<file path="src/hdl/icc_defines.vh">
// Constants for the input capture control block
`ifndef ICC_DEFINES_VH
`define ICC_DEFINES_VH
// ----------------------------------------
// Register offsets
// ----------------------------------------
`define ICC_ADDR_CTRL 4'h0
`define ICC_ADDR_STAT 4'h1
`define ICC_ADDR_MASK 4'h2
`define ICC_ADDR_DATA 4'h3
`define ICC_ADDR_TIMER 4'h4
// ----------------------------------------
// Control register fields
// ----------------------------------------
`define ICC_SIDL_BIT 13
`define ICC_TSEL_HI 12
`define ICC_TSEL_LO 10
`define ICC_CPI_HI 6
`define ICC_CPI_LO 5
`define ICC_OV_BIT 4
`define ICC_BNE_BIT 3
`define ICC_MODE_HI 2
`define ICC_MODE_LO 0
`define ICC_CTRL_WMASK 16'h3c67
`define ICC_CTRL_RESET 16'h0000
// ----------------------------------------
// Modes and time base codes
// ----------------------------------------
`define ICC_MODE_OFF 3'h0
`define ICC_MODE_EVERY 3'h1
`define ICC_MODE_RISE 3'h2
`define ICC_MODE_FALL 3'h3
`define ICC_MODE_PS4 3'h4
`define ICC_MODE_PS16 3'h5
`define ICC_MODE_UNUSED 3'h6
`define ICC_MODE_WAKE 3'h7
`define ICC_TB_T3 3'h0
`define ICC_TB_T2 3'h1
`define ICC_TB_T4 3'h2
`define ICC_TB_T5 3'h3
`define ICC_TB_EXTRA 3'h4
`define ICC_TB_PERIPH 3'h7
// ----------------------------------------
// Status and interrupt bits
// ----------------------------------------
`define ICC_EV_CAPT 0
`define ICC_EV_OVF 1
`define ICC_EV_WAKE 2
`endif

</file>
<file path="src/hdl/icc_input_capture.v">
// Input capture channel with control register, capture buffer and interrupt
// ----------------------------------------
// ----------------------------------------
//
// Strobed register access and the address map were decided locally.
`include "icc_defines.vh"

module icc_input_capture #(
  parameter DEPTH = 4,
  parameter AW = 2,
  parameter TW = 16
) (
  input wire clk_sys,
  input wire rst_n,
  input wire [3:0] addr,
  input wire [15:0] wdata,
  input wire wr_en,
  input wire rd_en,
  output reg [15:0] rdata,
  input wire cap_in,
  input wire cpu_idle,
  input wire cpu_sleep,
  input wire timer_two_clock,
  input wire timer_three_clock,
  input wire timer_four_clock,
  input wire timer_five_clock,
  input wire timer_extra_clock,
  output reg irq
);

  // ----------------------------------------
  // Reset and input synchronisers
  // ----------------------------------------
  reg [1:0] rst_sync_r;
  wire rst_ok_n = rst_sync_r[1];
  always @(posedge clk_sys or negedge rst_n) begin
    if (!rst_n) begin
      rst_sync_r <= 2'h0;
    end else begin
      rst_sync_r <= {rst_sync_r[0], 1'b1};
    end
  end

  // Pin and timer clocks are sampled as levels; the first stage feeds only the second
  wire [5:0] raw_in = {timer_extra_clock, timer_five_clock, timer_four_clock,
                       timer_three_clock, timer_two_clock, cap_in};
  wire [5:0] sync2_w;
  wire [5:0] sync3_w;
  genvar g;

  generate
    for (g = 0; g < 6; g = g + 1) begin : g_sync
      reg s1_r;
      reg s2_r;
      reg s3_r;

      always @(posedge clk_sys or negedge rst_ok_n) begin
        if (!rst_ok_n) begin
          s1_r <= 1'b0;
          s2_r <= 1'b0;
          s3_r <= 1'b0;
        end else begin
          s1_r <= raw_in[g];
          s2_r <= s1_r;
          s3_r <= s2_r;
        end
      end

      assign sync2_w[g] = s2_r;
      assign sync3_w[g] = s3_r;
    end
  endgenerate

  // Third stage only holds the previous level for edge detection
  wire [5:0] rise_w = sync2_w & ~sync3_w;
  wire pin_rise = rise_w[0];
  wire pin_fall = ~sync2_w[0] & sync3_w[0];

  // ----------------------------------------
  // Control register
  // ----------------------------------------
  reg [15:0] ctrl_r;
  wire [2:0] mode = ctrl_r[`ICC_MODE_HI:`ICC_MODE_LO];
  wire [2:0] tsel = ctrl_r[`ICC_TSEL_HI:`ICC_TSEL_LO];
  wire [1:0] cpi = ctrl_r[`ICC_CPI_HI:`ICC_CPI_LO];
  wire sidl = ctrl_r[`ICC_SIDL_BIT];
  reg [2:0] stat_r;
  reg [2:0] mask_r;
  reg ovf_r;
  wire wr_ctrl = wr_en && (addr == `ICC_ADDR_CTRL);
  wire wr_stat = wr_en && (addr == `ICC_ADDR_STAT);
  wire wr_mask = wr_en && (addr == `ICC_ADDR_MASK);
  wire rd_data = rd_en && (addr == `ICC_ADDR_DATA);

  always @(posedge clk_sys or negedge rst_ok_n) begin
    if (!rst_ok_n) begin
      ctrl_r <= `ICC_CTRL_RESET;
    end else if (wr_ctrl) begin
      ctrl_r <= wdata & `ICC_CTRL_WMASK;
    end
  end

  // Mask bits line up with the status bits
  always @(posedge clk_sys or negedge rst_ok_n) begin
    if (!rst_ok_n) begin
      mask_r <= 3'h0;
    end else if (wr_mask) begin
      mask_r <= wdata[2:0];
    end
  end

  // ----------------------------------------
  // Time base
  // ----------------------------------------
  // Selected timer clock advances the time base on each synchronised rising edge; the peripheral clock selection advances it every cycle
  function tb_tick;
    input [2:0] sel;
    input [5:0] rises;
    begin
      case (sel)
        `ICC_TB_PERIPH: tb_tick = 1'b1;
        `ICC_TB_EXTRA: tb_tick = rises[5];
        `ICC_TB_T5: tb_tick = rises[4];
        `ICC_TB_T4: tb_tick = rises[3];
        `ICC_TB_T2: tb_tick = rises[1];
        `ICC_TB_T3: tb_tick = rises[2];
        default: tb_tick = 1'b0;
      endcase
    end
  endfunction

  // Halted in sleep, or in idle with stop-in-idle set; counting and capture both freeze
  wire halted = cpu_sleep || (cpu_idle && sidl);

  // Only the five capture modes run the timer, buffer and counters
  function is_cap_mode;
    input [2:0] m;
    begin
      case (m)
        `ICC_MODE_OFF: is_cap_mode = 1'b0;
        `ICC_MODE_UNUSED: is_cap_mode = 1'b0;
        `ICC_MODE_WAKE: is_cap_mode = 1'b0;
        default: is_cap_mode = 1'b1;
      endcase
    end
  endfunction

  wire cap_modes = is_cap_mode(mode);
  wire active = cap_modes && !halted;
  reg [TW-1:0] timer_r;
  always @(posedge clk_sys or negedge rst_ok_n) begin
    if (!rst_ok_n) begin
      timer_r <= {TW{1'b0}};
    end else if (!cap_modes) begin
      timer_r <= {TW{1'b0}};
    end else if (active && tb_tick(tsel, rise_w)) begin
      timer_r <= timer_r + 1'b1;
    end
  end

  // ----------------------------------------
  // Edge selection and prescaler
  // ----------------------------------------
  reg [3:0] pre_r;
  reg edge_hit;
  always @* begin
    case (mode)
      `ICC_MODE_EVERY: edge_hit = pin_rise | pin_fall;
      `ICC_MODE_RISE: edge_hit = pin_rise;
      `ICC_MODE_FALL: edge_hit = pin_fall;
      `ICC_MODE_PS4: edge_hit = pin_rise && (pre_r[1:0] == 2'h3);
      `ICC_MODE_PS16: edge_hit = pin_rise && (pre_r == 4'hf);
      default: edge_hit = 1'b0;
    endcase
  end
  wire capture = active && edge_hit;

  always @(posedge clk_sys or negedge rst_ok_n) begin
    if (!rst_ok_n) begin
      pre_r <= 4'h0;
    end else if (!cap_modes || wr_ctrl) begin
      // Changing the mode restarts the prescale count
      pre_r <= 4'h0;
    end else if (active && pin_rise) begin
      pre_r <= pre_r + 4'h1;
    end
  end

  // ----------------------------------------
  // Capture buffer
  // ----------------------------------------
  // Count is one bit wider than the pointers so full and empty differ
  localparam [AW:0] FULL_C = DEPTH[AW:0];
  localparam [AW:0] ONE_C = {{AW{1'b0}}, 1'b1};

  reg [TW-1:0] buf_r [0:DEPTH-1];
  reg [AW-1:0] wp_r;
  reg [AW-1:0] rp_r;
  reg [AW:0] cnt_r;
  wire full = (cnt_r == FULL_C);
  wire empty = (cnt_r == {(AW+1){1'b0}});
  wire push = capture && !full;
  wire pop = rd_data && !empty;
  integer i;

  // Storage is not flushed with the pointers; a stale word is never readable
  always @(posedge clk_sys or negedge rst_ok_n) begin
    if (!rst_ok_n) begin
      for (i = 0; i < DEPTH; i = i + 1) begin
        buf_r[i] <= {TW{1'b0}};
      end
    end else if (push) begin
      buf_r[wp_r] <= timer_r;
    end
  end

  always @(posedge clk_sys or negedge rst_ok_n) begin
    if (!rst_ok_n) begin
      wp_r <= {AW{1'b0}};
      rp_r <= {AW{1'b0}};
    end else if (!cap_modes) begin
      // Turning the channel off discards held captures
      wp_r <= {AW{1'b0}};
      rp_r <= {AW{1'b0}};
    end else begin
      if (push) begin
        wp_r <= wp_r + 1'b1;
      end
      if (pop) begin
        rp_r <= rp_r + 1'b1;
      end
    end
  end

  always @(posedge clk_sys or negedge rst_ok_n) begin
    if (!rst_ok_n) begin
      cnt_r <= {(AW+1){1'b0}};
    end else if (!cap_modes) begin
      cnt_r <= {(AW+1){1'b0}};
    end else if (push && !pop) begin
      cnt_r <= cnt_r + 1'b1;
    end else if (pop && !push) begin
      cnt_r <= cnt_r - 1'b1;
    end
  end

  // Overflow stays until the read that takes the last held word, even if a capture lands in that cycle, or the channel is off
  always @(posedge clk_sys or negedge rst_ok_n) begin
    if (!rst_ok_n) begin
      ovf_r <= 1'b0;
    end else if (capture && full) begin
      ovf_r <= 1'b1;
    end else if (!cap_modes || (pop && cnt_r == ONE_C)) begin
      ovf_r <= 1'b0;
    end
  end

  // ----------------------------------------
  // Captures per interrupt
  // ----------------------------------------
  // Counts captures since the last capture interrupt; a control write restarts it
  reg [1:0] ev_cnt_r;
  wire cpi_bypass = (mode == `ICC_MODE_EVERY);
  wire cap_irq = capture && (cpi_bypass || (ev_cnt_r == cpi));
  always @(posedge clk_sys or negedge rst_ok_n) begin
    if (!rst_ok_n) begin
      ev_cnt_r <= 2'h0;
    end else if (!cap_modes || wr_ctrl || cap_irq) begin
      ev_cnt_r <= 2'h0;
    end else if (capture) begin
      ev_cnt_r <= ev_cnt_r + 2'h1;
    end
  end

  // Wake mode ignores every other field and only flags pin rises in low power
  // It needs no time base, so it still works while the capture path is halted
  wire wake_ev = (mode == `ICC_MODE_WAKE) && pin_rise && (cpu_sleep || cpu_idle);

  // ----------------------------------------
  // Status, mask and interrupt
  // ----------------------------------------
  wire [2:0] ev_w;
  assign ev_w[`ICC_EV_CAPT] = cap_irq;
  assign ev_w[`ICC_EV_OVF] = capture && full;
  assign ev_w[`ICC_EV_WAKE] = wake_ev;
  // Set beats clear so an event in the clearing cycle survives
  wire [2:0] stat_nxt;
  generate
    for (g = 0; g < 3; g = g + 1) begin : g_stat
      assign stat_nxt[g] = ev_w[g] | (stat_r[g] & ~(wr_stat & wdata[g]));
    end
  endgenerate

  always @(posedge clk_sys or negedge rst_ok_n) begin
    if (!rst_ok_n) begin
      stat_r <= 3'h0;
    end else begin
      stat_r <= stat_nxt;
    end
  end

  // Interrupt follows the next status value so it rises with the status bit
  always @(posedge clk_sys or negedge rst_ok_n) begin
    if (!rst_ok_n) begin
      irq <= 1'b0;
    end else begin
      irq <= |(stat_nxt & mask_r);
    end
  end

  // ----------------------------------------
  // Read port
  // ----------------------------------------
  // A data read pops; reading an empty buffer returns zero and pops nothing
  reg [15:0] rd_nxt;

  always @* begin
    rd_nxt = 16'h0000;
    case (addr)
      `ICC_ADDR_CTRL: begin
        rd_nxt = ctrl_r & `ICC_CTRL_WMASK;
        // The flush lags a mode write by one cycle, so the flags are gated here
        rd_nxt[`ICC_OV_BIT] = ovf_r && cap_modes;
        rd_nxt[`ICC_BNE_BIT] = !empty && cap_modes;
      end
      `ICC_ADDR_STAT: rd_nxt = {13'h0000, stat_r};
      `ICC_ADDR_MASK: rd_nxt = {13'h0000, mask_r};
      `ICC_ADDR_DATA: rd_nxt = empty ? 16'h0000 : buf_r[rp_r];
      `ICC_ADDR_TIMER: rd_nxt = timer_r;
      default: rd_nxt = 16'h0000;
    endcase
  end
  always @(posedge clk_sys or negedge rst_ok_n) begin
    if (!rst_ok_n) begin
      rdata <= 16'h0000;
    end else if (rd_en) begin
      rdata <= rd_nxt;
    end else begin
      rdata <= 16'h0000;
    end
  end

endmodule // icc_input_capture

</file>
<file path="config.mk">
export PLATFORM = sky130hd
export DESIGN_NAME = icc_input_capture
export DESIGN_NICKNAME = d
export VERILOG_FILES = /design/src/hdl/icc_input_capture.v
export VERILOG_INCLUDE_DIRS = /design/src /design/src/hdl
export SDC_FILE = /design/constraint.sdc
export NUM_CORES = 1
export LEC_CHECK = 0
export ABC_AREA = 1
export BUFFER_PORTS_ARGS = -buffer_cell sky130_fd_sc_hd__buf_4
export CELL_PAD_IN_SITES_DETAIL_PLACEMENT = 2
export CELL_PAD_IN_SITES_GLOBAL_PLACEMENT = 2
export CORE_MARGIN = 3
export CORE_UTILIZATION = 41
export CTS_BUF_LIST = sky130_fd_sc_hd__clkbuf_8
export DETAILED_ROUTE_END_ITERATION = 10
export PLACE_DENSITY_LB_ADDON = 0.25
export SLEW_MARGIN = 20
export SYNTH_ARGS = -nofsm -noshare
export SYNTH_HDL_FRONTEND = slang
export SYNTH_SLANG_ARGS = --single-unit
</file>
<file path="constraint.sdc">
create_clock -name clk_sys -period 13.5 [get_ports clk_sys]
set_input_delay 0.675 -clock clk_sys [delete_from_list [all_inputs] [get_ports clk_sys]]
set_output_delay 0.675 -clock clk_sys [all_outputs]
set_load 0.005 [all_outputs]
</file>
==> impl_metrics.xml, run 1 <==
<?xml version="1.0" encoding="UTF-8"?>
<metrics>
  <group name="critical_path">
    <metric name="crit_path_start_kind" unit="">flop</metric>
    <metric name="setup.worst_path.class" unit="">flop to flop</metric>
    <metric name="cp_max_fo" unit="">39</metric>
    <metric name="critical_path_arrival" unit="ps">3760</metric>
    <metric name="cp.required" unit="ps">13870</metric>
    <metric name="worst_setup_path_end_kind" unit="">flop</metric>
  </group>
  <group name="timing">
    <metric name="report.final.setup_viol" unit="">0</metric>
    <metric name="relSlewSlack" unit="%">27.38</metric>
    <metric name="period_share" unit="%">25.10</metric>
    <metric name="max_freq" unit="MHz">295.1</metric>
    <metric name="hold_viol" unit="">0</metric>
    <metric name="finalCriticalPeriod" unit="ps">3388</metric>
    <metric name="final-max-slew-violation-count" unit="">0</metric>
    <metric name="worst_slew_pin_slew" unit="ps">1088</metric>
    <metric name="setup_repair_after_global_routing_missed_its_margin" unit="">no</metric>
    <metric name="timing.hold.ws" unit="ps">290.1</metric>
    <metric name="finalClockSkew" unit="ps">16.70</metric>
    <metric name="fin_ws" unit="ps">10110</metric>
    <metric name="setup_tns" unit="ps">0</metric>
  </group>
  <group name="die">
    <metric name="chipHeight" unit="um">136.8</metric>
    <metric name="die_width" unit="um">136.8</metric>
    <metric name="core.rowCount" unit="">47</metric>
    <metric name="io_pins" unit="">49</metric>
    <metric name="initial_core_util" unit="%">42.15</metric>
    <metric name="die_area" unit="mm^2">0.01872</metric>
    <metric name="floorplan.core_area" unit="mm^2">0.01664</metric>
  </group>
  <group name="synth">
    <metric name="post_synth.cell_area_avg" unit="um^2">8.045</metric>
    <metric name="postSynth.topFlopCell" unit="">dfrtp_1</metric>
    <metric name="area_share_of_the_largest_cell_type_after_synthesis" unit="%">52.08</metric>
    <metric name="register_bit_count_reported_by_yosys" unit="">146</metric>
    <metric name="synthDominantAreaCellType" unit="">dfrtp_1</metric>
    <metric name="biggest_area_contributors_in_the_synthesized_netlist" unit="">dfrtp_1, nand2_1, o21ai_0</metric>
    <metric name="yosysWarnings" unit="">0</metric>
    <metric name="edff_count_synth" unit="">0</metric>
    <metric name="synth.cell_area" unit="mm^2">0.007015</metric>
    <metric name="synth_seq_area_share" unit="%">52.08</metric>
    <metric name="synth.distinct_cells" unit="">35</metric>
    <metric name="synthArstFlopShare" unit="%">100.0</metric>
    <metric name="syn_inst" unit="">872</metric>
    <metric name="postSynthNetCount" unit="">917</metric>
  </group>
  <group name="drt">
    <metric name="routed_wl" unit="um">22130</metric>
    <metric name="routed_wire_length_per_instance" unit="um">19.69</metric>
    <metric name="vias" unit="">6124</metric>
    <metric name="initial_detailed_routing_violation_count" unit="">245</metric>
    <metric name="detail-route-antenna-nets" unit="">0</metric>
    <metric name="post_drt_via_cell_ratio" unit="">5.448</metric>
    <metric name="drc" unit="">0</metric>
    <metric name="drt_pass1_iterations" unit="">7</metric>
  </group>
  <group name="clock_tree">
    <metric name="cts.sink_count" unit="">146</metric>
    <metric name="number_of_buffers_created_by_cts" unit="">17</metric>
    <metric name="clock_root_buffer" unit="">clkbuf_8</metric>
    <metric name="clk_latency" unit="ps">480</metric>
    <metric name="postCtsSetupBuffers" unit="">0</metric>
    <metric name="clockBufferDepth" unit="">2</metric>
    <metric name="tritoncts" unit="">yes</metric>
    <metric name="cts-resized-gates" unit="">0</metric>
    <metric name="h_tree_lvls" unit="">4</metric>
    <metric name="clkSlewWorstSetupHoldPaths" unit="ps">100</metric>
  </group>
  <group name="layout">
    <metric name="share_of_final_layout_standard_cells_stronger_than_drive_strength_1" unit="%">10.40</metric>
    <metric name="finish.instance_area" unit="mm^2">0.007846</metric>
    <metric name="finalNetCount" unit="">936</metric>
    <metric name="area_delta_synth_final" unit="%">11.84</metric>
    <metric name="antenna_cell_count" unit="">0</metric>
    <metric name="most-common-layout-cells" unit="">nand2_1, dfrtp_1, o21ai_0</metric>
    <metric name="fillCellCount" unit="">1871</metric>
    <metric name="layout_commonest_cell" unit="">nand2_1</metric>
  </group>
  <group name="placed_design">
    <metric name="buffer_ports.inserted" unit="">41</metric>
    <metric name="placement.setup.worst_slack" unit="ps">10070</metric>
    <metric name="hpwl" unit="um">14220</metric>
    <metric name="dpl_cell_area" unit="mm^2">0.007416</metric>
    <metric name="routabilityCongestion" unit="">0.7908</metric>
  </group>
  <group name="global_route">
    <metric name="wire_length_of_the_first_global_routing_pass" unit="um">36750</metric>
    <metric name="globalRouteOverflowTotal" unit="">0</metric>
    <metric name="grt_antenna_before_repair" unit="">0</metric>
    <metric name="largest_net_degree_at_the_start_of_global_routing" unit="">82</metric>
    <metric name="grt_usage" unit="%">25.50</metric>
    <metric name="via_count_of_the_first_global_routing_pass" unit="">6815</metric>
  </group>
  <group name="job">
    <metric name="timing.max_cap.violations" unit="">0</metric>
  </group>
  <group name="pwr">
    <metric name="irDropWorstVdd" unit="uV">54.18</metric>
    <metric name="total_leakage_power" unit="nW">3.986</metric>
    <metric name="power_density" unit="mW/mm^2">121.8</metric>
  </group>
  <group name="outcome">
    <metric name="outcome" unit="">finished, final reports clean</metric>
  </group>
  <group name="min_path">
    <metric name="hold_class" unit="">input port to flop</metric>
  </group>
</metrics>
-- routing by layer --
| metal | up-vias | wire length (um) | global-route usage [%] |
|---|---|---|---|
| li1 | 2828 | - | - |
| met1 | 3166 | 9758 | 33.22 |
| met2 | 94 | 11280 | 43.48 |
| met3 | 36 | 681 | 4.301 |
| met4 | 0 | 412 | 8.038 |
| met5 | - | 0 | 0 |
-- sequential cells by signal, indices dropped and copies added (netlist names) --
signal       count
ctrl_r           9
g_sync.s2_r      6
ev_cnt_r         2
rp_r             2
wp_r             2
rst_sync_r       2
g_sync.s1_r      6
stat_r           3
timer_r         16
mask_r           3
pre_r            4
irq              1
rdata           16
g_sync.s3_r      6
cnt_r            3
buf_r           64
ovf_r            1
-- cells in the mapped netlist (all sizes together) (5+ instances only) --
library cell	n
nand2	261
dfrtp	146
o21ai	133
inv	91
nor2	52
a21oi	46
nand3	33
clkbuf	29
buf	20
ha	13
nor3	9
nand4	8
xor2	7
a31oi	6
a22oi	5
-- area by class of cell --
class                           instances  area, um^2  area share, %
Clock buffer                           18       247.7          3.157
Clock inverter                         14       145.1          1.850
Inverter                               92       345.3          4.401
Multi-Input combinational cell        585        2785          35.50
Sequential cell                       146        3657          46.61
Tap cell                              220       275.3          3.508
Timing Repair Buffer                   49       390.4          4.975
-- worst max-delay path: stages (launching register included) --
cell     delay, ps
dfrtp_1        450
inv_1          160
nand2_1        150
nand3_4        330
nand2_2        150
inv_2          130
nand3_2        760
inv_1          370
ha_1           320
nor2_1         110
o21ai_0        100
o21ai_0        170
a21oi_1         60
-- worst paths after layout --
check                         startpoint              to  slack [ps]  cells after the start
min in group asynchronous  rst_sync_r[1]       buf_r[35]         310                      0
setup / recovery               ctrl_r[2]        cnt_r[2]       10110                     12
max in group asynchronous  rst_sync_r[1]      ctrl_r[10]       11680                      2
hold / removal                    cap_in  g_sync[0].s1_r         290                      1
hold reg to reg            rst_sync_r[1]       buf_r[35]         310                      0
setup reg to reg               ctrl_r[2]        cnt_r[2]       10110                     12
-- power breakdown --
group          internal, mW  total, mW  leakage, nW  switching [mW]
Clock                 0.157      0.351        0.197           0.194
Sequential            0.461      0.485         1.81          0.0231
Combinational        0.0325      0.120         1.98          0.0874
Total                 0.651      0.956         3.99           0.305
-- per-stage QoR --
step                total power, mW  utilization (%)  cells
floorplan                    0.5646                -    872
global placement             0.6007            44.56   1090
detailed placement           0.6107            44.56   1090
CTS                          0.9664            46.98   1123
global route                  1.004            47.15   1124
finish                       0.9556            47.15   1124
-- cells by family after synthesis --
family / Yosys count / synth area share [%]
fa+ha+maj: 13 / 2.319
compound gates: 193 / 14.16
xor+xnor: 10 / 1.249
simple gates: 368 / 21.92
buf+inv: 141 / 8.222
other cells: 1 / 0.05345
flops: 146 / 52.08
-- timing repair --
action                                  in CTS  in global routing
hold buffers                                 1                  0
hold endpoints to repair                     2                  0
endpoints found under the setup margin       0                  0
No activity file was read; power rests on OpenSTA's default activity.
==> run 2: changes to the inputs <==
- CORE_UTILIZATION: 41 -> 38
- clock period: 13.5 -> 3.4 ns (I/O delays scaled with it)
==> run 2 against run 1 <==
Net effect: non-clock buffer count rose by 19; flip-flop and latch count unchanged; critical path type unchanged; critical endpoint is now buf_r[41]; clock-buffer cell count is the same; first-iteration DRC count up 37%; register-to-register slack lost 9100 ps; clock power grew to 3.9 times the previous value; utilization shrank 2.8 points; total power grew to 4.0 times the previous value.
==> impl_metrics.xml, run 2 (same netlist as run 1, synthesis figures left out) <==
<?xml version="1.0" encoding="UTF-8"?>
<metrics>
  <group name="die">
    <metric name="die_area" unit="mm^2">0.02013</metric>
    <metric name="die_width" unit="um">141.9</metric>
    <metric name="floorplan.core_area" unit="mm^2">0.01802</metric>
    <metric name="core.rowCount" unit="">49</metric>
    <metric name="chipHeight" unit="um">141.9</metric>
    <metric name="io_pins" unit="">49</metric>
    <metric name="initial_core_util" unit="%">38.92</metric>
  </group>
  <group name="global_route">
    <metric name="via_count_of_the_first_global_routing_pass" unit="">7248</metric>
    <metric name="largest_net_degree_at_the_start_of_global_routing" unit="">70</metric>
    <metric name="globalRouteOverflowTotal" unit="">0</metric>
    <metric name="grt_usage" unit="%">25.81</metric>
    <metric name="wire_length_of_the_first_global_routing_pass" unit="um">40050</metric>
    <metric name="grt_antenna_before_repair" unit="">1</metric>
  </group>
  <group name="timing">
    <metric name="report.final.setup_viol" unit="">0</metric>
    <metric name="max_freq" unit="MHz">419.2</metric>
    <metric name="setup_tns" unit="ps">0</metric>
    <metric name="relSlewSlack" unit="%">37.08</metric>
    <metric name="finalClockSkew" unit="ps">17.50</metric>
    <metric name="setup_repair_after_global_routing_missed_its_margin" unit="">no</metric>
    <metric name="worst_slew_pin_slew" unit="ps">943.8</metric>
    <metric name="finalCriticalPeriod" unit="ps">2385</metric>
    <metric name="final-max-slew-violation-count" unit="">0</metric>
    <metric name="period_share" unit="%">70.16</metric>
    <metric name="hold_viol" unit="">0</metric>
  </group>
  <group name="layout">
    <metric name="fillCellCount" unit="">2026</metric>
    <metric name="finish.instance_area" unit="mm^2">0.007999</metric>
    <metric name="area_delta_synth_final" unit="%">14.02</metric>
    <metric name="final_core_util" unit="%">44.38</metric>
    <metric name="layout_commonest_cell" unit="">nand2_1</metric>
    <metric name="share_of_final_layout_standard_cells_stronger_than_drive_strength_1" unit="%">10.73</metric>
    <metric name="antenna_cell_count" unit="">0</metric>
    <metric name="top_register" unit="">buf_r</metric>
    <metric name="biggestRegsByFlops" unit="">buf_r x64, rdata x16, timer_r x16</metric>
    <metric name="flip_flop_count_of_the_largest_register_all_copies_and_words_added" unit="">64</metric>
    <metric name="finalNetCount" unit="">955</metric>
    <metric name="most-common-layout-cells" unit="">nand2_1, dfrtp_1, o21ai_0</metric>
  </group>
  <group name="critical_path">
    <metric name="cp_max_fo" unit="">38</metric>
    <metric name="worst_setup_path_end_kind" unit="">flop</metric>
    <metric name="slowest_delay" unit="ps">380</metric>
    <metric name="setup.worst_path.class" unit="">flop to flop</metric>
    <metric name="slowest_stage" unit="">dfrtp_1</metric>
    <metric name="cpLargestDelayFamily" unit="">buffers and inverters</metric>
    <metric name="crit_path_start_kind" unit="">flop</metric>
    <metric name="crit_buf_inv" unit="">3</metric>
    <metric name="cp.required" unit="ps">3730</metric>
    <metric name="critical-path-top-cell-by-count" unit="">nor2_1</metric>
    <metric name="crit_path_cell_trace" unit="">inv_1, ha_1, nor2_1, nor2_1, nand2_1, nand3_2, buf_4, nor2_1, buf_4, o21ai_0</metric>
    <metric name="critical_path_arrival" unit="ps">2710</metric>
  </group>
  <group name="drt">
    <metric name="drt_pass1_iterations" unit="">4</metric>
    <metric name="routed_wire_length_per_instance" unit="um">21.46</metric>
    <metric name="post_drt_via_cell_ratio" unit="">5.472</metric>
    <metric name="vias" unit="">6304</metric>
    <metric name="initial_detailed_routing_violation_count" unit="">335</metric>
    <metric name="routed_wl" unit="um">24720</metric>
    <metric name="drc" unit="">0</metric>
    <metric name="detail-route-antenna-nets" unit="">0</metric>
  </group>
  <group name="outcome">
    <metric name="outcome" unit="">finished, final reports clean</metric>
  </group>
  <group name="pwr">
    <metric name="power.net_switching" unit="mW">1.217</metric>
    <metric name="power_frac_seq" unit="%">50.9</metric>
    <metric name="irDropWorstVdd" unit="uV">273.9</metric>
    <metric name="power.internal" unit="mW">2.587</metric>
    <metric name="power.switching_fraction" unit="%">31.99</metric>
    <metric name="combinational_share_of_power" unit="%">13.4</metric>
    <metric name="clkPwrFrac" unit="%">35.7</metric>
    <metric name="p_total" unit="mW">3.804</metric>
    <metric name="total_leakage_power" unit="nW">4.052</metric>
    <metric name="power_density" unit="mW/mm^2">475.6</metric>
  </group>
  <group name="clock_tree">
    <metric name="cts.sink_count" unit="">146</metric>
    <metric name="h_tree_lvls" unit="">4</metric>
    <metric name="clkSlewWorstSetupHoldPaths" unit="ps">100</metric>
    <metric name="clockBufferDepth" unit="">2</metric>
    <metric name="number_of_buffers_created_by_cts" unit="">17</metric>
    <metric name="postCtsSetupBuffers" unit="">0</metric>
    <metric name="clk_latency" unit="ps">470</metric>
    <metric name="tritoncts" unit="">yes</metric>
    <metric name="cts-resized-gates" unit="">0</metric>
    <metric name="clock_root_buffer" unit="">clkbuf_8</metric>
  </group>
  <group name="placed_design">
    <metric name="routabilityCongestion" unit="">0.7821</metric>
    <metric name="hpwl" unit="um">16100</metric>
    <metric name="dpl_cell_area" unit="mm^2">0.007480</metric>
    <metric name="buffer_ports.inserted" unit="">41</metric>
  </group>
  <group name="min_path">
    <metric name="hold_class" unit="">input port to async pin</metric>
  </group>
  <group name="job">
    <metric name="timing.max_cap.violations" unit="">0</metric>
  </group>
</metrics>
-- run 2: cell count changes in the layout (fill, tap and decap cells not counted), sizes merged --
cell	previous run	this run
clkinv	4	5
inv	99	97
buf	48	54
clkinvlp	2	3
dlygate4sd3	1	14
-- run 2: stage by stage --
step	cells	hold slack, ps	worst slack, ps
3_5_place_dp	1106	-44.81	1029
3_3_place_gp	1106	-47.89	1262
4_1_cts	1152	3.196	995.9
2_1_floorplan	872	-125.6	977.4
6_report	1152	28.84	1015
5_1_grt	1152	6.141	848.4
-- run 2: final timing paths --
kind                                 from             end  slack, ps  cells past startpoint
max                        g_sync[0].s2_r       buf_r[41]       1010                     10
min                                 rst_n   rst_sync_r[1]         30                      2
max reg2reg                g_sync[0].s2_r       buf_r[41]       1010                     10
min reg2reg                g_sync[4].s1_r  g_sync[4].s2_r        360                      0
max in group asynchronous   rst_sync_r[1]       buf_r[62]       1960                      1
min in group clk_sys             wdata[2]       ctrl_r[2]         50                      3
-- run 2: cell type report --
| cell class | count | area [um^2] | area share (%) |
|---|---|---|---|
| Sequential cell | 146 | 3657 | 45.72 |
| Multi-Input combinational cell | 585 | 2785 | 34.82 |
| Timing Repair Buffer | 68 | 545.5 | 6.820 |
| Inverter | 92 | 345.3 | 4.317 |
| Tap cell | 229 | 286.5 | 3.582 |
| Clock buffer | 18 | 247.7 | 3.097 |
| Clock inverter | 14 | 131.4 | 1.642 |
-- run 2: power by group through the flow --
stage	Combinational [mW]	Clock, mW	Sequential (mW)
5_1_grt	0.574	1.45	1.95
6_report	0.512	1.36	1.94
3_3_place_gp	0.441	0	1.96
4_1_cts	0.512	1.38	1.94
3_5_place_dp	0.487	0	1.97
2_1_floorplan	0.309	0	1.93
-- run 2: layer usage --
| layer | global-route usage (%) | wire length [um] | vias to the layer above |
|---|---|---|---|
| li1 | - | - | 2854 |
| met1 | 30.25 | 10170 | 3283 |
| met2 | 47.30 | 13280 | 123 |
| met3 | 4.719 | 733 | 44 |
| met4 | 8.737 | 533 | 0 |
| met5 | 0 | 0 | - |
-- run 2: repair_timing --
item                       in CTS  in global routing
hold endpoints to repair       15                  0
setup endpoints to repair       0                  0
hold buffers                   14                  0
==> run 3: changes to the inputs <==
- CORE_UTILIZATION: 38 -> 34
- clock period: 3.4 -> 1.95 ns (I/O delays scaled with it)
==> run 3 against run 2 <==
Net effect: the flow now finishes with violations (setup timing); wire length increased by 9.1%; combinational power increased by 140%; maximum frequency increased by 17%; sequential share of layout area decreased by 4.5 points; first-iteration DRC count decreased by 29%; sequential power increased by 72%; via count increased by 2.6%; global-route usage decreased by 2.8 points; clock-buffer cell count decreased by 1; critical path type unchanged; largest cell class unchanged; largest power group unchanged.
==> impl_metrics.xml, run 3 (same netlist as run 1, synthesis figures left out) <==
<?xml version="1.0" encoding="UTF-8"?>
<metrics>
  <group name="placed_design">
    <metric name="place_inst" unit="">1164</metric>
    <metric name="hpwl" unit="um">16190</metric>
    <metric name="buffer_ports.inserted" unit="">41</metric>
    <metric name="routabilityCongestion" unit="">0.7681</metric>
    <metric name="placement.setup.worst_slack" unit="ps">-119.9</metric>
  </group>
  <group name="global_route">
    <metric name="grt_antenna_before_repair" unit="">0</metric>
    <metric name="largest_net_degree_at_the_start_of_global_routing" unit="">58</metric>
    <metric name="via_count_of_the_first_global_routing_pass" unit="">7437</metric>
    <metric name="grt_usage" unit="%">23.04</metric>
    <metric name="globalRouteOverflowTotal" unit="">0</metric>
    <metric name="wire_length_of_the_first_global_routing_pass" unit="um">40100</metric>
  </group>
  <group name="layout">
    <metric name="layout_commonest_cell" unit="">nand2_1</metric>
    <metric name="area_delta_synth_final" unit="%">26.63</metric>
    <metric name="antenna_cell_count" unit="">0</metric>
    <metric name="final_core_util" unit="%">44.76</metric>
    <metric name="most-common-layout-cells" unit="">nand2_1, dfrtp_1, o21ai_0</metric>
    <metric name="flip_flop_count_of_the_largest_register_all_copies_and_words_added" unit="">64</metric>
    <metric name="final-instance-count-excl-fill" unit="">1236</metric>
    <metric name="finalNetCount" unit="">1003</metric>
    <metric name="share_of_final_layout_standard_cells_stronger_than_drive_strength_1" unit="%">19.77</metric>
    <metric name="biggestRegsByFlops" unit="">buf_r x64, rdata x16, timer_r x16</metric>
    <metric name="top_register" unit="">buf_r</metric>
    <metric name="fillCellCount" unit="">2181</metric>
  </group>
  <group name="pwr">
    <metric name="power.switching_fraction" unit="%">33.56</metric>
    <metric name="p_total" unit="mW">7.114</metric>
    <metric name="irDropWorstVdd" unit="uV">464.6</metric>
    <metric name="power.net_switching" unit="mW">2.387</metric>
    <metric name="clkPwrFrac" unit="%">35.8</metric>
    <metric name="power.internal" unit="mW">4.727</metric>
    <metric name="total_leakage_power" unit="nW">4.475</metric>
    <metric name="power_density" unit="mW/mm^2">800.8</metric>
    <metric name="power_frac_seq" unit="%">46.9</metric>
    <metric name="combinational_share_of_power" unit="%">17.3</metric>
  </group>
  <group name="outcome">
    <metric name="violations" unit="">setup timing</metric>
    <metric name="outcome" unit="">finished, violations left</metric>
  </group>
  <group name="clock_tree">
    <metric name="clkSlewWorstSetupHoldPaths" unit="ps">100</metric>
    <metric name="tritoncts" unit="">yes</metric>
    <metric name="number_of_buffers_created_by_cts" unit="">17</metric>
    <metric name="clock_root_buffer" unit="">clkbuf_8</metric>
    <metric name="clk_latency" unit="ps">490</metric>
    <metric name="clockBufferDepth" unit="">2</metric>
    <metric name="h_tree_lvls" unit="">4</metric>
    <metric name="cts.sink_count" unit="">146</metric>
  </group>
  <group name="timing">
    <metric name="setup_tns" unit="ps">-616.0</metric>
    <metric name="relSlewSlack" unit="%">48.21</metric>
    <metric name="finalCriticalPeriod" unit="ps">2034</metric>
    <metric name="worst_slew_pin_slew" unit="ps">776.1</metric>
    <metric name="hold_viol" unit="">0</metric>
    <metric name="setup_repair_after_global_routing_missed_its_margin" unit="">yes</metric>
    <metric name="max_freq" unit="MHz">491.5</metric>
    <metric name="report.final.setup_viol" unit="">27</metric>
    <metric name="finalClockSkew" unit="ps">22.21</metric>
    <metric name="final-max-slew-violation-count" unit="">0</metric>
    <metric name="period_share" unit="%">104.3</metric>
    <metric name="fin_ws" unit="ps">-84.40</metric>
  </group>
  <group name="die">
    <metric name="core.rowCount" unit="">51</metric>
    <metric name="die_area" unit="mm^2">0.02239</metric>
    <metric name="initial_core_util" unit="%">35.35</metric>
    <metric name="io_pins" unit="">49</metric>
    <metric name="chipHeight" unit="um">149.6</metric>
    <metric name="floorplan.core_area" unit="mm^2">0.01985</metric>
    <metric name="die_width" unit="um">149.6</metric>
  </group>
  <group name="drt">
    <metric name="initial_detailed_routing_violation_count" unit="">237</metric>
    <metric name="drc" unit="">0</metric>
    <metric name="routed_wl" unit="um">26960</metric>
    <metric name="detail-route-antenna-nets" unit="">0</metric>
    <metric name="post_drt_via_cell_ratio" unit="">5.232</metric>
    <metric name="vias" unit="">6467</metric>
    <metric name="routed_wire_length_per_instance" unit="um">21.82</metric>
    <metric name="drt_pass1_iterations" unit="">5</metric>
  </group>
  <group name="min_path">
    <metric name="worst_hold_path.endpoint" unit="">mask_r[2]</metric>
    <metric name="worst_hold_path.num_cells" unit="">3</metric>
    <metric name="hold_class" unit="">input port to flop</metric>
    <metric name="worstHoldStart" unit="">wr_en</metric>
  </group>
  <group name="critical_path">
    <metric name="r2r_setup_slack" unit="ps">-80</metric>
    <metric name="slowest_stage" unit="">dfrtp_1</metric>
    <metric name="r2r_end" unit="">buf_r[34]</metric>
    <metric name="reg2reg_depth" unit="">12</metric>
    <metric name="crit_path_start_kind" unit="">flop</metric>
    <metric name="cp.required" unit="ps">2330</metric>
    <metric name="slowest_delay" unit="ps">440</metric>
    <metric name="worst_setup_path_end_kind" unit="">flop</metric>
    <metric name="crit_path_cell_trace" unit="">inv_2, ha_4, inv_4, a21oi_4, nand2_2, nand2_4, nand3_4, buf_8, nor2_4, buf_12, nand2_1, o21ai_0</metric>
    <metric name="critical_path_arrival" unit="ps">2420</metric>
    <metric name="setup.worst_path.class" unit="">flop to flop</metric>
    <metric name="cp_max_fo" unit="">16</metric>
    <metric name="r2r_start" unit="">g_sync[0].s3_r</metric>
  </group>
  <group name="job">
    <metric name="timing.max_cap.violations" unit="">0</metric>
  </group>
</metrics>
-- run 3: cell types whose count changed in the layout (fill, tap and decap cells not counted), sizes merged --
cell and delta:
clkbuf +2, bufbuf +1, clkinvlp -1, inv +5, nor2 +1, buf +39, clkinv -3, dlygate4sd3 +4
-- run 3: worst max path at each step --
stage | startpoint | end | slack [ps] | cells past startpoint
2_1_floorplan | g_sync[0].s2_r | cnt_r[2] | 5 | 13
3_3_place_gp | g_sync[0].s2_r | buf_r[51] | 10 | 10
3_5_place_dp | g_sync[0].s3_r | buf_r[51] | -120 | 12
4_1_cts | ctrl_r[1] | buf_r[60] | 4 | 12
5_1_grt | g_sync[0].s2_r | buf_r[34] | -160 | 12
6_report | g_sync[0].s3_r | buf_r[34] | -80 | 12
-- run 3: layer usage --
layer / up-vias / GRT usage (%) / wire length, um
met5: - / 0 / 0
met4: 0 / 6.545 / 863
met3: 53 / 3.695 / 713
met2: 103 / 41.79 / 14060
met1: 3367 / 28.29 / 11330
li1: 2944 / - / -
-- run 3: repair_timing --
action,CTS,global route
setup buffers,5,11
gates resized for setup,17,62
gates cloned,3,3
setup endpoints to repair,67,71
pin swaps,6,13
hold endpoints to repair,21,0
hold buffers,18,0
-- run 3: area by class of cell --
type | instances | area (um^2) | share of cell area, %
clock inverter | 15 | 175.2 | 1.972
sequential | 146 | 3660 | 41.20
clock buffer | 17 | 234.0 | 2.634
multi-input combinational | 586 | 3015 | 33.94
tap | 265 | 331.6 | 3.732
inverter | 92 | 350.3 | 3.944
timing repair buffer | 115 | 1117 | 12.58
-- run 3: per-stage QoR --
| step | area [um^2] | hold slack, ps |
|---|---|---|
| after floorplan | 7023 | -198.1 |
| after global routing | 8884 | 27.89 |
| after global placement | 7777 | -116.8 |
| after CTS | 8554 | 11.66 |
| final | 8884 | 16.99 |
| after detailed placement | 7777 | -115.6 |
-- run 3: critical path: cells and delay by family (launching register included) --
kind / cells / cell delay, ps
buffers and inverters: 4 / 520
adder cells (fa/ha/maj): 1 / 150
flip-flops: 1 / 440
AO/OA/AOI/OAI: 2 / 250
AND/OR/NAND/NOR: 5 / 580
-- run 3: power groups by stage --
| stage | combinational (mW) | clock (mW) | sequential (mW) |
|---|---|---|---|
| 2_1_floorplan | 0.541 | 0 | 3.37 |
| 3_3_place_gp | 0.927 | 0 | 3.37 |
| 3_5_place_dp | 0.998 | 0 | 3.39 |
| 4_1_cts | 1.09 | 2.59 | 3.33 |
| 5_1_grt | 1.35 | 2.73 | 3.36 |
| 6_report | 1.23 | 2.55 | 3.33 |
